$ cat src/scir_pkg.sv
// Package for the system control identity, interrupt state and reset registers
package scir_pkg;

  // Register byte offsets within the bank
  localparam logic [3:0] SCIR_OFF_IDENTITY = 4'h0;
  localparam logic [3:0] SCIR_OFF_ICS = 4'h4;
  localparam logic [3:0] SCIR_OFF_VTO = 4'h8;
  localparam logic [3:0] SCIR_OFF_AIRC = 4'hC;
  localparam int SCIR_ADDR_W = 4;

  // Identity fields, values arbitrary
  localparam logic [7:0] SCIR_ID_IMPL = 8'h5A;
  localparam logic [3:0] SCIR_ID_VARIANT = 4'h1;
  localparam logic [3:0] SCIR_ID_CONST = 4'hF;
  localparam logic [11:0] SCIR_ID_PART = 12'h123;
  localparam logic [3:0] SCIR_ID_REV = 4'h1;

  // Interrupt control/state bit positions
  localparam int SCIR_ICS_DS_SET = 28;
  localparam int SCIR_ICS_DS_CLR = 27;
  localparam int SCIR_ICS_TK_SET = 26;
  localparam int SCIR_ICS_TK_CLR = 25;
  localparam int SCIR_ICS_DBG = 23;
  localparam int SCIR_ICS_ANY = 22;
  localparam int SCIR_ICS_PEND_LSB = 12;
  localparam int SCIR_ICS_SINGLE = 11;
  localparam int SCIR_EXC_W = 9;
  localparam int SCIR_PEND_W = 10;

  // Vector table offset field
  localparam int SCIR_VTO_LSB = 7;
  localparam int SCIR_VTO_MSB = 29;

  // Interrupt/reset control fields
  localparam logic [15:0] SCIR_KEY_WRITE = 16'h05FA;
  localparam logic [15:0] SCIR_KEY_READ = 16'hFA05;
  localparam int SCIR_KEY_LSB = 16;
  localparam int SCIR_ORDER_BIT = 15;
  localparam int SCIR_SPLIT_LSB = 8;
  localparam int SCIR_SPLIT_W = 3;
  localparam int SCIR_RST_BIT = 2;

  // Exception numbers of the two software-pendable exceptions and of the first external interrupt
  localparam logic [8:0] SCIR_EXC_DS = 9'h00E;
  localparam logic [8:0] SCIR_EXC_TK = 9'h00F;
  localparam logic [8:0] SCIR_EXC_IRQ0 = 9'h010;

  // Status coming from the core's exception logic
  typedef struct packed {
    logic [8:0] interrupt_program_status_num;      // interrupt_program_status low bits
    logic [8:0] top_num;       // top pending enabled, before base and fault masks
    logic [7:0] top_prio;      // priority of that exception
    logic top_valid;           // a pending enabled exception exists
    logic irq_pending;         // any external interrupt pending
    logic preempted;           // preempted active exceptions remain
    logic in_debug;            // core halted in debug
    logic dbg_pending_svc;     // debug view of pending service
    logic [7:0] base_priority_mask;
    logic fault_mask_register;
  } scir_core_stat_t;

  // Control presented to the core
  typedef struct packed {
    logic deferred_service_pending;
    logic tick_pending;
    logic [22:0] table_offset_field;
    logic [2:0] priority_split_point;
    logic [7:0] group_mask;
    logic data_byte_order;
  } scir_core_ctrl_t;

endpackage : scir_pkg

$ cat src/scir_regs.sv
// System control register bank: identity, interrupt state, table offset, reset control
//
// Added by the designer: the placing of the registers and the Avalon-MM slave port.
`timescale 1ns/1ps

// Notes on behaviour
// - Identity register read-only, fixed fields
// - Deferred-service set bit pends, reads pending
// - Only software write pends deferred service
// - Deferred-service clear bit removes pending
// - Tick set bit pends, reads pending
// - Tick clear removes pending; read undefined
// - Debug bit reads zero outside debug
// - Any-interrupt flag, faults excluded
// - Top pending enabled exception number, else zero
// - Pending number honours base and fault masks
// - Single-active bit low when preempted remain
// - Running exception number, zero in thread
// - Running number equals status low nine bits
// - Table offset holds bits 29 to 7
// - Offset bit 29 selects code or SRAM
// - Keyed writes only; key reads back swapped
// - Byte order bit loaded from input at reset; here on the first clock after reset release
// - Priority split field read/write
// - Reset request bit pulses, reads zero
// - Split codes define group priority bits
module scir_regs
  import scir_pkg::*;
#(
  parameter int ADDR_W = SCIR_ADDR_W
)
(
  input wire logic sys_clk,                       // core clock
  input wire logic rstn,                          // async reset, active low
  input wire logic [ADDR_W-1:0] avs_address,      // byte address
  input wire logic avs_read,                      // read request
  input wire logic avs_write,                     // write request
  input wire logic [31:0] avs_writedata,          // write data
  input wire logic [3:0] avs_byteenable,          // byte enables
  output logic [31:0] avs_readdata,               // read data
  output logic avs_waitrequest,                   // stall
  output logic [1:0] avs_response,                // 00 ok, 10 slave error
  input wire scir_core_stat_t core_stat,          // exception logic status
  input wire logic tick_event,                    // system tick pend pulse
  input wire logic ds_taken,                      // core entered deferred service
  input wire logic tick_taken,                    // core entered tick handler
  input wire logic byte_order_config_input,       // big-endian strap
  output scir_core_ctrl_t core_ctrl_ff,           // control to the core
  output logic system_reset_request_ff            // one-cycle reset request
);

  logic ds_pend_ff;
  logic tk_pend_ff;
  logic [22:0] tbl_off_ff;
  logic [2:0] split_ff;
  logic order_ff;
  logic rst_seen_ff;
  logic ack_ff;
  logic [31:0] nxt_rdata;
  logic nxt_err;
  logic wr_go;
  logic rd_go;
  logic [31:0] wmask;
  logic [31:0] wdata;

  // Register index decode, shared by read and write paths
  function automatic logic [1:0] reg_sel(input logic [ADDR_W-1:0] a);
    logic [1:0] s;
    s = a[3:2];
    return s;
  endfunction : reg_sel

  function automatic logic aligned(input logic [ADDR_W-1:0] a);
    logic ok;
    ok = (a[1:0] == 2'h0);
    return ok;
  endfunction : aligned

  // Group mask from split code: codes below 3 behave as 3
  function automatic logic [7:0] grp_mask(input logic [2:0] c);
    logic [7:0] m;
    case (c)
      3'h4: m = 8'hE0;
      3'h5: m = 8'hC0;
      3'h6: m = 8'h80;
      3'h7: m = 8'h00;
      default: m = 8'hF0;
    endcase
    return m;
  endfunction : grp_mask

  // Bus takes one wait cycle, then answers
  assign wr_go = avs_write && !ack_ff;
  assign rd_go = avs_read && !ack_ff;

  always_comb
  begin
    for (int i = 0; i < 4; i++)
    begin
      wmask[i*8 +: 8] = {8{avs_byteenable[i]}};
    end
    wdata = avs_writedata & wmask;
  end

  always_ff @(posedge sys_clk or negedge rstn)
  begin
    if (!rstn)
    begin
      ack_ff <= 1'b0;
    end
    else
    begin
      ack_ff <= (avs_read || avs_write) && !ack_ff;
    end
  end

  // Registered copy of !ack_ff so the stall output comes from a flop
  always_ff @(posedge sys_clk or negedge rstn)
  begin
    if (!rstn)
    begin
      avs_waitrequest <= 1'b1;
    end
    else
    begin
      avs_waitrequest <= !((avs_read || avs_write) && !ack_ff);
    end
  end

  // Write is committed at the acknowledging edge only
  logic wr_commit;
  logic sel_ics;
  logic sel_vto;
  logic sel_airc;
  logic key_ok;
  assign wr_commit = avs_write && ack_ff && aligned(avs_address);
  assign sel_ics = reg_sel(avs_address) == SCIR_OFF_ICS[3:2];
  assign sel_vto = reg_sel(avs_address) == SCIR_OFF_VTO[3:2];
  assign sel_airc = reg_sel(avs_address) == SCIR_OFF_AIRC[3:2];
  // Key must be fully written in both upper lanes
  assign key_ok = (avs_writedata[31:SCIR_KEY_LSB] == SCIR_KEY_WRITE)
                  && (avs_byteenable[3:2] == 2'h3);

  // Deferred service: software is the only setter; set beats clear
  always_ff @(posedge sys_clk or negedge rstn)
  begin
    if (!rstn)
    begin
      ds_pend_ff <= 1'b0;
    end
    else if (wr_commit && sel_ics && wdata[SCIR_ICS_DS_SET])
    begin
      ds_pend_ff <= 1'b1;
    end
    else if ((wr_commit && sel_ics && wdata[SCIR_ICS_DS_CLR]) || ds_taken)
    begin
      ds_pend_ff <= 1'b0;
    end
  end

  // Tick pending: hardware tick or software set, set beats clear
  always_ff @(posedge sys_clk or negedge rstn)
  begin
    if (!rstn)
    begin
      tk_pend_ff <= 1'b0;
    end
    else if (tick_event || (wr_commit && sel_ics && wdata[SCIR_ICS_TK_SET]))
    begin
      tk_pend_ff <= 1'b1;
    end
    else if ((wr_commit && sel_ics && wdata[SCIR_ICS_TK_CLR]) || tick_taken)
    begin
      tk_pend_ff <= 1'b0;
    end
  end

  always_ff @(posedge sys_clk or negedge rstn)
  begin
    if (!rstn)
    begin
      tbl_off_ff <= '0;
    end
    else if (wr_commit && sel_vto)
    begin
      // Masked per byte lane; low seven offset bits are not stored
      tbl_off_ff <= (tbl_off_ff & ~wmask[SCIR_VTO_MSB:SCIR_VTO_LSB])
                    | wdata[SCIR_VTO_MSB:SCIR_VTO_LSB];
    end
  end

  // Split field kept only on keyed write that enables its lane
  always_ff @(posedge sys_clk or negedge rstn)
  begin
    if (!rstn)
    begin
      split_ff <= '0;
    end
    else if (wr_commit && sel_airc && key_ok && avs_byteenable[1])
    begin
      split_ff <= avs_writedata[SCIR_SPLIT_LSB +: SCIR_SPLIT_W];
    end
  end

  // Reset request is a single pulse; wrong key raises nothing
  always_ff @(posedge sys_clk or negedge rstn)
  begin
    if (!rstn)
    begin
      system_reset_request_ff <= 1'b0;
    end
    else
    begin
      system_reset_request_ff <= wr_commit && sel_airc && key_ok
                                 && wdata[SCIR_RST_BIT];
    end
  end

  // Low until the first clock after reset release; gates the strap capture
  always_ff @(posedge sys_clk or negedge rstn)
  begin
    if (!rstn)
    begin
      rst_seen_ff <= 1'b0;
    end
    else
    begin
      rst_seen_ff <= 1'b1;
    end
  end

  // Strap is static; first clocked cycle after release latches it
  always_ff @(posedge sys_clk or negedge rstn)
  begin
    if (!rstn)
    begin
      order_ff <= 1'b0;
    end
    else if (!rst_seen_ff)
    begin
      order_ff <= byte_order_config_input;
    end
  end

  always_ff @(posedge sys_clk or negedge rstn)
  begin
    if (!rstn)
    begin
      core_ctrl_ff <= '0;
    end
    else
    begin
      core_ctrl_ff.deferred_service_pending <= ds_pend_ff;
      core_ctrl_ff.tick_pending <= tk_pend_ff;
      core_ctrl_ff.table_offset_field <= tbl_off_ff;
      core_ctrl_ff.priority_split_point <= split_ff;
      core_ctrl_ff.group_mask <= grp_mask(split_ff);
      core_ctrl_ff.data_byte_order <= order_ff;
    end
  end

  // Top pending number after base-priority and fault masks
  logic [8:0] top_num;
  logic masked;
  always_comb
  begin
    masked = core_stat.fault_mask_register
             || ((core_stat.base_priority_mask != 8'h00)
                 && ((core_stat.top_prio & grp_mask(split_ff))
                     >= (core_stat.base_priority_mask & grp_mask(split_ff))));
    // Main mask deliberately not considered here
    top_num = (core_stat.top_valid && !masked) ? core_stat.top_num : 9'h000;
  end

  // Read data; reserved bits stay zero
  always_comb
  begin
    nxt_rdata = '0;
    nxt_err = !aligned(avs_address);
    case (reg_sel(avs_address))
      2'h0:
      begin
        nxt_rdata = {SCIR_ID_IMPL, SCIR_ID_VARIANT, SCIR_ID_CONST,
                     SCIR_ID_PART, SCIR_ID_REV};
      end
      2'h1:
      begin
        nxt_rdata[SCIR_ICS_DS_SET] = ds_pend_ff;
        nxt_rdata[SCIR_ICS_TK_SET] = tk_pend_ff;
        nxt_rdata[SCIR_ICS_DBG] = core_stat.in_debug && core_stat.dbg_pending_svc;
        nxt_rdata[SCIR_ICS_ANY] = core_stat.irq_pending;
        nxt_rdata[SCIR_ICS_PEND_LSB +: SCIR_PEND_W] = {1'b0, top_num};
        nxt_rdata[SCIR_ICS_SINGLE] = !core_stat.preempted;
        nxt_rdata[SCIR_EXC_W-1:0] = core_stat.interrupt_program_status_num;
      end
      2'h2:
      begin
        nxt_rdata[SCIR_VTO_MSB:SCIR_VTO_LSB] = tbl_off_ff;
      end
      2'h3:
      begin
        nxt_rdata[31:SCIR_KEY_LSB] = SCIR_KEY_READ;
        nxt_rdata[SCIR_ORDER_BIT] = order_ff;
        nxt_rdata[SCIR_SPLIT_LSB +: SCIR_SPLIT_W] = split_ff;
        // Reset request and debug-only bits read zero
      end
      default:
      begin
        nxt_rdata = '0;
      end
    endcase
  end

  always_ff @(posedge sys_clk or negedge rstn)
  begin
    if (!rstn)
    begin
      avs_readdata <= '0;
      avs_response <= 2'h0;
    end
    else if (rd_go || wr_go)
    begin
      avs_readdata <= rd_go ? nxt_rdata : 32'h0000_0000;
      avs_response <= nxt_err ? 2'h2 : 2'h0;
    end
  end

endmodule : scir_regs

$ cat config.mk
export PLATFORM = sky130hd
export DESIGN_NAME = scir_regs
export DESIGN_NICKNAME = d
export VERILOG_FILES = /design/src/scir_pkg.sv /design/src/scir_regs.sv
export SDC_FILE = /design/constraint.sdc
export NUM_CORES = 1
export LEC_CHECK = 0
export BUFFER_PORTS_ARGS = -buffer_cell sky130_fd_sc_hd__clkbuf_2
export CORE_UTILIZATION = 45
export CTS_BUF_LIST = sky130_fd_sc_hd__clkbuf_16
export DETAILED_ROUTE_END_ITERATION = 8
export HOLD_SLACK_MARGIN = 0.1
export PLACE_DENSITY = 0.72
export SLEW_MARGIN = 0
export SYNTH_ARGS = -nofsm -noshare
export SYNTH_HDL_FRONTEND = slang
export SYNTH_SLANG_ARGS = --single-unit
$ cat constraint.sdc
create_clock -name sys_clk -period 2.3 [get_ports sys_clk]
set_clock_uncertainty 0.1 [all_clocks]
set_input_delay 0.345 -clock sys_clk [delete_from_list [all_inputs] [get_ports sys_clk]]
set_output_delay 0.345 -clock sys_clk [all_outputs]
set_load 0.005 [all_outputs]
# == Word level (Yosys, flattened, before mapping) ==
# Index checks and enable logic that the tools add are counted.
# totals
out_inout_bits,73
ff_bits,104
input_bits,88
# op_classes
reduce_logical,35
n_mux,20
bitwise,6
eq_ne,9
n_lt_le_gt_ge,1
# op_table
operator,n
9-bit case mux with 4 select lines,1
32-bit two-way mux,1
8-bit case mux with 4 select lines,1
30-bit bitwise AND,1
23-bit bitwise AND,1
23-bit inverter,1
23-bit bitwise OR,1
1-bit logical AND,19
8-bit bitwise AND,2
16-bit by 11-bit equality test with 1-bit output (second input constant),1
7-bit case mux with 2 select lines,1
3-bit equality test (second input constant),4
4-bit case mux with 3 select lines,1
9-bit two-way mux,1
8-bit greater-or-equal comparator,1
2-bit case mux with 2 select lines,2
8-bit nonzero test,1
2-bit equality test (second input constant),3
1-bit logical OR,6
1-bit case mux with 2 select lines,3
1-bit case mux with 3 select lines,2
2-bit case mux with 3 select lines,1
1-bit logical NOT,4
2-bit logical NOT,2
6 further kinds,10

# == Longest topological paths before layout ==
# Gate-level depths: netlist (run 1).
# depth
word_depth,11
depth_mapped,7
depth_no_buf,7

# == Worst setup path before layout (run 1) ==
# Ideal clock, no wire load.
# synth_path
path_type,register -> register
startpoint,reg split_ff[2]
endpoint,reg avs_readdata[12]
period_less_slack_ns,2.034
path_stages_with_launch,8
path_slack_ns,0.266
n_path_buf,0
setup_ns,0.065
arrival_ns,1.869
required_ns,2.135
cell_sequence,dfrtp_1 -> o21ai_0 -> and2_1 -> ha_1 -> o211ai_1 -> o21ai_0 -> a21oi_1 -> a31o_2
# synth_via
elab_chain_cells,11
word_cells_on_any_way,15
cone_classes,order compare: 1; eq/ne: 4; mux: 4; bitwise: 2; reduce/logical: 4
# synth_lines
element,line_no,text
from (decl),scir_regs.sv:55,logic [2:0] split_ff;
from (signal assigned),scir_regs.sv:201,split_ff <= avs_writedata[SCIR_SPLIT_LSB +: SCIR_SPLIT_W];
3-bit equality test,scir_regs.sv:82,case (c)
8-bit case mux with 4 select lines *,scir_regs.sv:82,
"8-bit bitwise AND, on equally long branches","scir_regs.sv:269, scir_regs.sv:270",
8-bit greater-or-equal comparator *,scir_regs.sv:270,>= (core_stat.base_priority_mask & grp_mask(split_ff))));
1-bit logical AND *,scir_regs.sv:269,&& ((core_stat.top_prio & grp_mask(split_ff))
1-bit logical OR *,scir_regs.sv:268,|| ((core_stat.base_priority_mask != 8'h00)
1-bit logical NOT *,scir_regs.sv:272,top_num = (core_stat.top_valid && !masked) ? core_stat.top_num : 9'h000;
1-bit logical AND *,scir_regs.sv:272,
9-bit two-way mux *,scir_regs.sv:272,
4-bit case mux with 3 select lines *,scir_regs.sv:280,case (reg_sel(avs_address))
32-bit two-way mux *,scir_regs.sv:323,avs_readdata <= rd_go ? nxt_rdata : 32'h0000_0000;
to (signal assigned),scir_regs.sv:323,
to (decl),scir_regs.sv:40,"output logic [31:0] avs_readdata,"
# Every way passes the cells marked *; elsewhere a longest branch is shown, timed or not.
# A chain may end at the register's enable or synchronous reset.

# == Worst setup path after layout (run 1) ==
# layout_path
startpoint,reg split_ff[0]
endpoint,reg avs_readdata[19]
# layout_via
elab_chain_cells,11
word_cells_on_any_way,15
cone_classes,order compare: 1; eq/ne: 4; mux: 4; bitwise: 2; reduce/logical: 4
# layout_lines
element,line_no
3-bit equality test,scir_regs.sv:82
8-bit case mux with 4 select lines *,scir_regs.sv:82
"8-bit bitwise AND, on equally long branches","scir_regs.sv:269, scir_regs.sv:270"
8-bit greater-or-equal comparator *,scir_regs.sv:270
1-bit logical AND *,scir_regs.sv:269
1-bit logical OR *,scir_regs.sv:268
1-bit logical NOT *,scir_regs.sv:272
1-bit logical AND *,scir_regs.sv:272
9-bit two-way mux *,scir_regs.sv:272
9-bit case mux with 4 select lines *,scir_regs.sv:280
32-bit two-way mux *,scir_regs.sv:323
# Marked as above.

==> results of run 1 <==
==> layer usage <==
layer	track usage (%)	wire, um	vias to the layer above	share of wire, %
li1	-	-	1401	-
met1	29.7	4140	1474	42
met2	37.1	4860	102	50
met3	5.39	505	18	5.2
met4	9.60	258	0	2.6
met5	0	0	-	0
==> through the flow <==
| step | hold WS (ps) | setup slack (ps) | total power (W) |
|---|---|---|---|
| 2_1_floorplan | -50.6 | 266 | 0.00226 |
| 3_3_place_gp | 239 | 115 | 0.00256 |
| 3_5_place_dp | 239 | 95.4 | 0.00258 |
| 4_1_cts | 101 | 171 | 0.00400 |
| 5_1_grt | 109 | 127 | 0.00416 |
| 6_report | 108 | 282 | 0.00397 |
==> cells in the final DEF, fill, tap and decap left out, drive strengths merged, types with 2 or more instances in the layout <==
| master | count |
|---|---|
| conb | 6 |
| nand2 | 37 |
| ha | 10 |
| dlygate4sd3 | 2 |
| a22oi | 2 |
| and2 | 5 |
| a32o | 10 |
| and3 | 2 |
| a211oi | 2 |
| a31o | 9 |
| a22o | 8 |
| dfrtp | 98 |
| clkinvlp | 2 |
| nor2b | 2 |
| nand2b | 3 |
| nor4 | 4 |
| inv | 12 |
| clkbuf | 153 |
| buf | 14 |
| nor2 | 4 |
| a21oi | 15 |
| mux2 | 27 |
| o21ai | 20 |
==> how the worst max path moves through the flow <==
stage / start / endpoint / slack, ps / cells past startpoint
after floorplan: split_ff[2]$_DFFE_PN0P_ / avs_readdata[12]$_DFFE_PN0P_ / 270 / 7
after global placement: avs_address[2] / split_ff[1]$_DFFE_PN0P_ / 120 / 5
after detailed placement: avs_address[2] / split_ff[2]$_DFFE_PN0P_ / 100 / 5
after CTS: split_ff[0]$_DFFE_PN0P_ / avs_readdata[19]$_DFFE_PN0P_ / 170 / 8
after global routing: split_ff[0]$_DFFE_PN0P_ / avs_readdata[19]$_DFFE_PN0P_ / 130 / 8
final: split_ff[0]$_DFFE_PN0P_ / avs_readdata[19]$_DFFE_PN0P_ / 280 / 8
==> layout make-up <==
cell class,count,share of cell area [%]
Sequential cell,99,48.6
Clock buffer,9,4.42
Timing Repair Buffer,160,16.8
Multi-Input combinational cell,182,25.8
Clock inverter,7,1.15
Tap cell,105,2.58
Inverter,7,0.516
==> power groups by stage <==
stage	logic, W	clock network [W]	registers [W]
2_1_floorplan	0.000215	0	0.00204
3_3_place_gp	0.000513	0	0.00205
3_5_place_dp	0.000526	0	0.00206
4_1_cts	0.000531	0.00145	0.00202
5_1_grt	0.000585	0.00153	0.00204
6_report	0.000523	0.00142	0.00202
==> kinds of logic (layout without fill, tap and decap cells) <==
family / count (synthesis) / in the layout
flip-flops: 99 / 99
adder cells (fa/ha/maj): 10 / 10
buffers and inverters: 22 / 183
AO/OA/AOI/OAI: 73 / 73
AND/OR/NAND/NOR: 66 / 66
multiplexers: 27 / 27
other: 2 / 6
==> worst reg2reg max path: stages, from the launching register on <==
cell      delay [ps]
dfrtp_1          430
o21ai_1          240
nand2_1          100
ha_1             280
o211ai_1          80
o21ai_0          160
a21oi_1           90
buf_4            180
a31o_2           250
==> repair_timing <==
action	in CTS	in global routing
endpoints found under the setup margin	0	7
endpoints found under the hold margin	37	0
hold buffers	2	0
gates resized for setup	0	1
==> impl_metrics.ini, run 1 <==
[outcome]
status = finished clean

[power]
p_leak_nw = 2.68
p_per_area_nw_per_um2 = 779
p_seq_share_pct = 51.0
intPower_w = 0.00293
combPwrFrac_pct = 13.2
switching_share_pct = 26.1
irDropWorstVdd_v = 0.000395
clkPwrFrac_pct = 35.9
p_switching_w = 0.00104

[synth]
ys.flop_type = dfrtp_1
synth_warnings = 0
synth_top_area_share_pct = 63.2
syn_inst = 299
synth_fa_ha_area_share_pct = 3.23
syn_area_um2 = 3880
yosys_register_bits = 99
netlist_top_cells_count = dfrtp_1, nand2_1, mux2_2, o21ai_0, a21oi_1
netlist_top_cells_area = dfrtp_1, mux2_2, nand2_1
ys_async_sr_fraction_pct = 100
synthDistinctLibCells = 41
synth-compound-area-share_pct = 13.2
synthMuxAreaShare_pct = 7.84
synth_xor_area_share_pct = 0
seq_area_frac_synth_pct = 63.9
yosys.area_share.simple_pct = 8.97
synth_edf_count = 0
synth_top_family_by_area = compound AO/OA/AOI/OAI gates
postSynthAreaPerCell_um2 = 13.0
synth_most_common_cell = dfrtp_1
synth_top_area_cell = dfrtp_1

[floorplan]
coreArea_um2 = 8300
die_w_um = 94.8
fp.dieH_um = 94.8
rows = 33
ios = 161
die-area_um2 = 8990
initial_utilization_pct = 46.7

[route]
vias = 2995
drt-wirelength-per-cell_um = 17.2
ant_nets = 0
totalWireLength_mm = 9.77
drt_first_pass_iters = 4
route.detailed.drc = 0
vias_per_cell = 5.26
first_iter_violations = 137

[sta]
fin_crit_sh_pct = 87.7
grt_setup_unrepaired = false
drv_slew = 0
max_slew_margin_pct = 35.9
finalSetupTns_ps = 0
worst_pin_slew_ps = 959
fin_crit_ps = 2020
setup_violations = 0
max_freq_ghz = 0.496
final_hold_viol_count = 0

[clocking]
cts_root_buf = clkbuf_16
cts_buffers = 9
htreeDepth = 3
cts_max_path_buffers = 2
cts_tree = yes
clk_latency_ps = 340
post_cts_buffers = 0
cts.sinks = 99
cts.clk_slew.worst_paths_ps = 70

[worst_hold_path]
min-delay-start = avs_writedata[2]
hold_depth = 3
hold_path_end = system_reset_request_ff$_DFF_PN0_
min_path_type = input port to register

[critical_path]
path_buf_inv = 1
rr_worst_depth = 8
slowest_stage = dfrtp_1
critPathKind = register to register
start_kind = register
rrSetupSlack_ps = 280
r2r-end = avs_readdata[19]$_DFFE_PN0P_
reg2reg_from = split_ff[0]$_DFFE_PN0P_
cpPeakStageDelay_ps = 430
crit_path_end_kind = register
worstPathArrival_ps = 2140
crit_chain = o21ai_1, nand2_1, ha_1, o211ai_1, o21ai_0, a21oi_1, buf_4, a31o_2
path_delay_family = compound AO/OA/AOI/OAI gates
crit_required_ps = 2430
cp_max_fo = 9

[run]
cap_violations = 0

[global_route]
grt_max_degree = 39
grt_pass1_vias = 2985
track_usage_pct = 23.0
grt_pass1_wl_mm = 15.0
grt_overflow = 0
grt_antenna_before_repair = 0

[place]
numPortBuffers = 145
place_inst = 551
place_area_um2 = 4790
hpwl_mm = 7.45
place_congestion = 0.852

[final_layout]
design_area_um2 = 5090
layout.nets = 557
finish.utilization_pct = 61.4
syn2layout_area_growth_pct = 31.4
diodes = 0
layout.cells.non_filler = 569
regArea_um2 = 2480
fillers = 673
drive_above_1_share_pct = 46.1
multiInputGateArea_um2 = 1320
(Power assumes the default switching activity.)
==> run 2, diff against run 1 <==
ABC_AREA = 1   (was not set)
PLACE_DENSITY = 0.71   (was 0.72)
==> run 2 against run 1 <==
The run now ends with design-rule violations left. Sequential share of layout area decreased by 2.1 points. Synthesized cell count increased by 30%. Register-to-register slack got worse by 120 ps. Hold slack got worse by 4.5 ps. Non-clock buffer count decreased by 4. Worst setup slack got worse by 120 ps. Die area increased by 6.0%. Critical endpoint is now avs_readdata[15]$_DFFE_PN0P_. Total power increased by 3.4%. Utilization decreased by 0.95 points. Fmax decreased by 5.4%. Largest cell class unchanged. First-iteration DRC count decreased by 24%.
==> impl_metrics.ini, run 2 <==
[global_route]
grt_util_met1_pct = 30.4
grt_pass1_wl_mm = 17.0
grt_use_met3_pct = 5.68
busiest_layer = met2
track_usage_pct = 22.9
met2_usage_pct = 37.5
grt_max_degree = 48
grt_antenna_before_repair = 0
grt_pass1_vias = 3397
grt_overflow = 0

[synth]
synth_top_area_cell = dfrtp_1
synth_top_area_share_pct = 59.6
postSynthAreaPerCell_um2 = 10.6
syn_area_um2 = 4120
synthDistinctLibCells = 30
synth_most_common_cell = nand2_1
synth_edf_count = 0
synth_warnings = 0
ys.flop_type = dfrtp_1
seq_area_frac_synth_pct = 60.2
yosys_register_bits = 99
syn_inst = 389
netlist_top_cells_area = dfrtp_1, nand2_1, mux2_4
netlist_top_cells_count = nand2_1, dfrtp_1, inv_1, o21ai_0, nand3_1
ys_async_sr_fraction_pct = 100

[sta]
max_freq_ghz = 0.469
final_hold_viol_count = 0
setup_violations = 0
drv_slew = 0
finalSetupTns_ps = 0
worst_pin_slew_ps = 654
fin_crit_ps = 2130
max_slew_margin_pct = 56.2
fin_crit_sh_pct = 92.7

[clocking]
clk_latency_ps = 330
cts_tree = yes
cts.sinks = 99
post_cts_buffers = 0
cts_root_buf = clkbuf_16
cts_buffers = 9
cts_max_path_buffers = 2
htreeDepth = 3
cts.clk_slew.worst_paths_ps = 70

[final_layout]
layout.nets = 644
final_common_cell = clkbuf_2
drive_above_1_share_pct = 35.2
diodes = 0
regArea_um2 = 2480
multiInputGateArea_um2 = 1440
fillers = 760
finish.utilization_pct = 60.4
syn2layout_area_growth_pct = 29.3
final_cell_mix = clkbuf_2, nand2_1, dfrtp_1, inv_1, o21ai_0

[power]
p_leak_nw = 3.06
p_per_area_nw_per_um2 = 771
finalPower_w = 0.00410
irDropWorstVdd_v = 0.000462

[floorplan]
die-area_um2 = 9540
die_w_um = 97.7
ios = 161
coreArea_um2 = 8810
rows = 34
fp.dieH_um = 97.7
initial_utilization_pct = 46.8

[critical_path]
start_kind = register
crit_path_end_kind = register
rr_worst_depth = 12
crit_required_ps = 2470
worstPathArrival_ps = 2310
rrSetupSlack_ps = 170
cp_max_fo = 9
critPathKind = register to register

[outcome]
violations = design-rule violations
status = complete, but fails checks

[route]
ant_nets = 0
drt_first_pass_iters = 6
vias_per_cell = 5.04
drt-wirelength-per-cell_um = 15.7
vias = 3323
totalWireLength_mm = 10.3
route.detailed.drc = 16
first_iter_violations = 104

[place]
hpwl_mm = 7.68
numPortBuffers = 145
place_congestion = 0.805

[worst_hold_path]
min_path_type = input port to register
hold_depth = 3

[run]
cap_violations = 0
## run 2: report_power, final
part / switching [W] / internal, W / leakage (nW)
combinational: 0.000302 / 0.000265 / 1.62
clock: 0.000663 / 0.000854 / 0.147
sequential: 0.000102 / 0.00192 / 1.29
total: 0.00107 / 0.00304 / 3.06
## run 2: layer usage
metal | part of all wire, % | routed length (um)
met5 | 0 | 0
met4 | 1.9 | 193
met3 | 6.0 | 624
met2 | 48 | 4990
met1 | 44 | 4530
## run 2: worst max-delay path, cell delays in order (launching register included)
cell and delay (ps):
dfrtp_1 450, o21ai_0 320, and2_1 190, ha_1 240, nand2_1 70, nand2_1 40, nand2_1 60, nand3_1 80
nand2_2 190, nand3_1 110, nand2_1 90, nand2_1 50, nand2_1 70
## run 2: stage by stage
stage / area (um^2) / std cells / hold slack (ps) / worst slack [ps]
after floorplan: 4130 / 393 / -50.6 / 514
after global placement: 4990 / 640 / 211 / 189
after detailed placement: 4990 / 640 / 218 / 106
after CTS: 5320 / 659 / 104 / 80.2
after global routing: 5320 / 659 / 139 / -21.4
final: 5320 / 659 / 104 / 167
## run 2: path summary, 6_finish.rpt
path | to | startpoint
worst max-delay path | avs_readdata[15]$_DFFE_PN0P_ | split_ff[1]$_DFFE_PN0P_
worst min-delay path | tk_pend_ff$_DFFE_PN0P_ | tick_event
worst max register to register | avs_readdata[15]$_DFFE_PN0P_ | split_ff[1]$_DFFE_PN0P_
worst min register to register | core_ctrl_ff[35]$_DFF_PN0_ | tk_pend_ff$_DFFE_PN0P_
max in group asynchronous | avs_readdata[23]$_DFFE_PN0P_ | rstn
min in group asynchronous | core_ctrl_ff[5]$_DFF_PN0_ | rstn
## run 2: layout make-up
type	count	area share, %
multi-input combinational	243	27.0
timing repair buffer	156	15.6
clock inverter	7	1.41
inverter	37	2.61
sequential	99	46.6
clock buffer	9	4.23
tap	108	2.54
## run 2: logic make-up (layout without fill, tap and decap cells)
| kind of cell | Yosys count | in the layout | synth area share [%] |
|---|---|---|---|
| AO/OA/AOI/OAI | 56 | 56 | 8.63 |
| buffers and inverters | 51 | 209 | 5.29 |
| flip-flops | 99 | 99 | 60.2 |
| AND/OR/NAND/NOR | 154 | 154 | 16.7 |
| other | 2 | 6 | 0.182 |
| adder cells (fa/ha/maj) | 10 | 10 | 3.04 |
| multiplexers | 17 | 17 | 5.93 |
## run 2: timing repair
| action | 4_1_cts | 5_1_grt |
|---|---|---|
| hold endpoints to repair | 31 | 0 |
| hold buffers | 3 | 0 |
| resized for setup | 0 | 1 |
| endpoints found under the setup margin | 0 | 9 |
==> run 3, diff against run 2 <==
CORE_UTILIZATION = 44   (was 45)
PLACE_DENSITY = 0.72   (was 0.71)
clock period = 1.82 ns   (was 2.3 ns; I/O delays follow)
==> run 3 against run 2 <==
Non-clock buffer count grew 41. The run ends with negative setup slack left. Combinational power increased by 47%. Total power grew 27%. Fmax is 8.0% higher. Critical path depth up 1. Die area up 2.2%. First-iteration DRC count grew 29%. Clock power increased by 20%. Critical endpoint is now avs_readdata[13]$_DFFE_PN0P_.
==> impl_metrics.ini, run 3 (synthesis results as in run 2) <==
[final_layout]
layout.cells.non_filler = 700
fillers = 726
diodes = 0
syn2layout_area_growth_pct = 41.8
final_cell_mix = clkbuf_2, dfrtp_1, nand2_1, inv_1, dlygate4sd3_1
design_area_um2 = 5840
layout.nets = 685
final_common_cell = clkbuf_2
drive_above_1_share_pct = 39.7

[sta]
fin_crit_sh_pct = 109
final_hold_viol_count = 0
finalSetupTns_ps = -1060
drv_slew = 0
fin_crit_ps = 1980
setup_slack_ps = -156
setup_violations = 9
max_freq_ghz = 0.506
grt_setup_unrepaired = true

[power]
switching_share_pct = 27.2
irDropWorstVdd_v = 0.000490
p_leak_nw = 3.27
combPwrFrac_pct = 16.0
p_seq_share_pct = 49.1
clkPwrFrac_pct = 34.9
p_per_area_nw_per_um2 = 894
intPower_w = 0.00380
p_switching_w = 0.00142

[outcome]
violations = negative setup slack
status = complete, but fails checks

[route]
ant_nets = 0
drt-wirelength-per-cell_um = 15.5
vias = 3509
route.detailed.drc = 0
vias_per_cell = 5.01
totalWireLength_mm = 10.8
drt_first_pass_iters = 4
first_iter_violations = 134

[critical_path]
worstPathArrival_ps = 2150
crit_chain = o21ai_4, and2_4, ha_4, nand2_2, nand2_2, nand2_2, nand3_2, nand2_4, buf_12, nand3_2, nand2_1, nand2_1, nand2_1
cpPeakStageDelay_ps = 460
cp_max_fo = 5
crit_path_end_kind = register
crit_required_ps = 2000
critPathKind = register to register
path_buf_inv = 1
slowest_stage = dfrtp_2
start_kind = register
path_delay_family = simple AND/OR/NAND/NOR gates

[floorplan]
rows = 34
fp.dieH_um = 98.7
coreArea_um2 = 8890
die-area_um2 = 9750
die_w_um = 98.7
initial_utilization_pct = 46.3
ios = 161

[run]
cap_violations = 0

[global_route]
grt_overflow = 0
grt_max_degree = 44
grt_pass1_wl_mm = 17.5
track_usage_pct = 23.5
grt_antenna_before_repair = 0
grt_pass1_vias = 3534

[clocking]
clk_latency_ps = 340
cts_tree = yes
cts.clk_slew.worst_paths_ps = 80
cts_root_buf = clkbuf_16
cts_max_path_buffers = 2
cts.sinks = 99
htreeDepth = 3
cts_buffers = 9

[place]
numPortBuffers = 145
place_congestion = 0.800
hpwl_mm = 7.90
place_ws_ps = -210
place_inst = 652
place_area_um2 = 5100

[worst_hold_path]
min_path_type = input port to register
-- run 3: cell count changes in the layout (fill, tap and decap cells not counted), moves of 3 or more --
cell,change
ha_1,-4
buf_4,+12
nand3_1,-4
ha_4,+3
nand2_1,-7
nand3_2,+4
nand2_2,+5
dlygate4sd3_1,+24
-- run 3: layout make-up --
cell class / instances / area, um^2 / share of cell area (%)
tap: 108 / 135 / 2.31
inverter: 37 / 139 / 2.38
clock inverter: 7 / 60.1 / 1.03
multi-input combinational: 243 / 1550 / 26.5
timing repair buffer: 197 / 1250 / 21.4
clock buffer: 9 / 225 / 3.86
sequential: 99 / 2480 / 42.5
-- run 3: what timing repair did --
| action | 4_1_cts | 5_1_grt |
|---|---|---|
| pin swaps | 1 | 14 |
| gates cloned | 1 | 0 |
| setup endpoints to repair | 9 | 10 |
| gates resized for setup | 15 | 15 |
| endpoints found under the hold margin | 70 | 0 |
| hold buffers | 27 | 0 |
| setup buffers | 4 | 0 |
-- run 3: worst min-delay path, delay by kind of cell --
| kind | cells | cell delay [ps] |
|---|---|---|
| AO/OA/AOI/OAI | 1 | 70 |
| buffers and inverters | 1 | 70 |
| AND/OR/NAND/NOR | 1 | 100 |
-- run 3: power groups by stage --
stage	combinational, W	clock (W)	sequential [W]
2_1_floorplan	0.000312	0	0.00258
3_3_place_gp	0.000717	0	0.00260
3_5_place_dp	0.000736	0	0.00260
4_1_cts	0.000824	0.00185	0.00257
5_1_grt	0.000929	0.00195	0.00259
6_report	0.000833	0.00182	0.00257
-- run 3: layer usage --
layer	wire length (um)	vias to the layer above	track usage, %	share of wire (%)
met5	0	-	0	0
li1	-	1672	-	-
met1	4700	1684	30.0	43
met4	167	0	6.77	1.5
met2	5280	138	40.2	49
met3	672	15	5.46	6.2
-- run 3: through the flow --
step	util [%]	total power [W]	hold slack (ps)
3_3_place_gp	57.4	0.00332	118
4_1_cts	65.0	0.00524	101
6_report	65.7	0.00522	110
2_1_floorplan	-	0.00289	-123
5_1_grt	65.7	0.00547	105
3_5_place_dp	57.4	0.00334	124
-- run 3: final timing paths --
| kind | startpoint | endpoint | slack, ps | cells past startpoint |
|---|---|---|---|---|
| min reg2reg | register | core_ctrl_ff[12]$_DFF_PN0_ | 280 | 0 |
| max reg2reg | split_ff[1]$_DFFE_PN0P_ | avs_readdata[13]$_DFFE_PN0P_ | -160 | 13 |
| min | ds_taken | ds_pend_ff$_DFFE_PN0P_ | 110 | 3 |
| max | split_ff[1]$_DFFE_PN0P_ | avs_readdata[13]$_DFFE_PN0P_ | -160 | 13 |
| min in group asynchronous | rstn | core_ctrl_ff[16]$_DFF_PN0_ | 300 | 2 |
| max in group asynchronous | rstn | rst_seen_ff$_DFF_PN0_ | 760 | 3 |
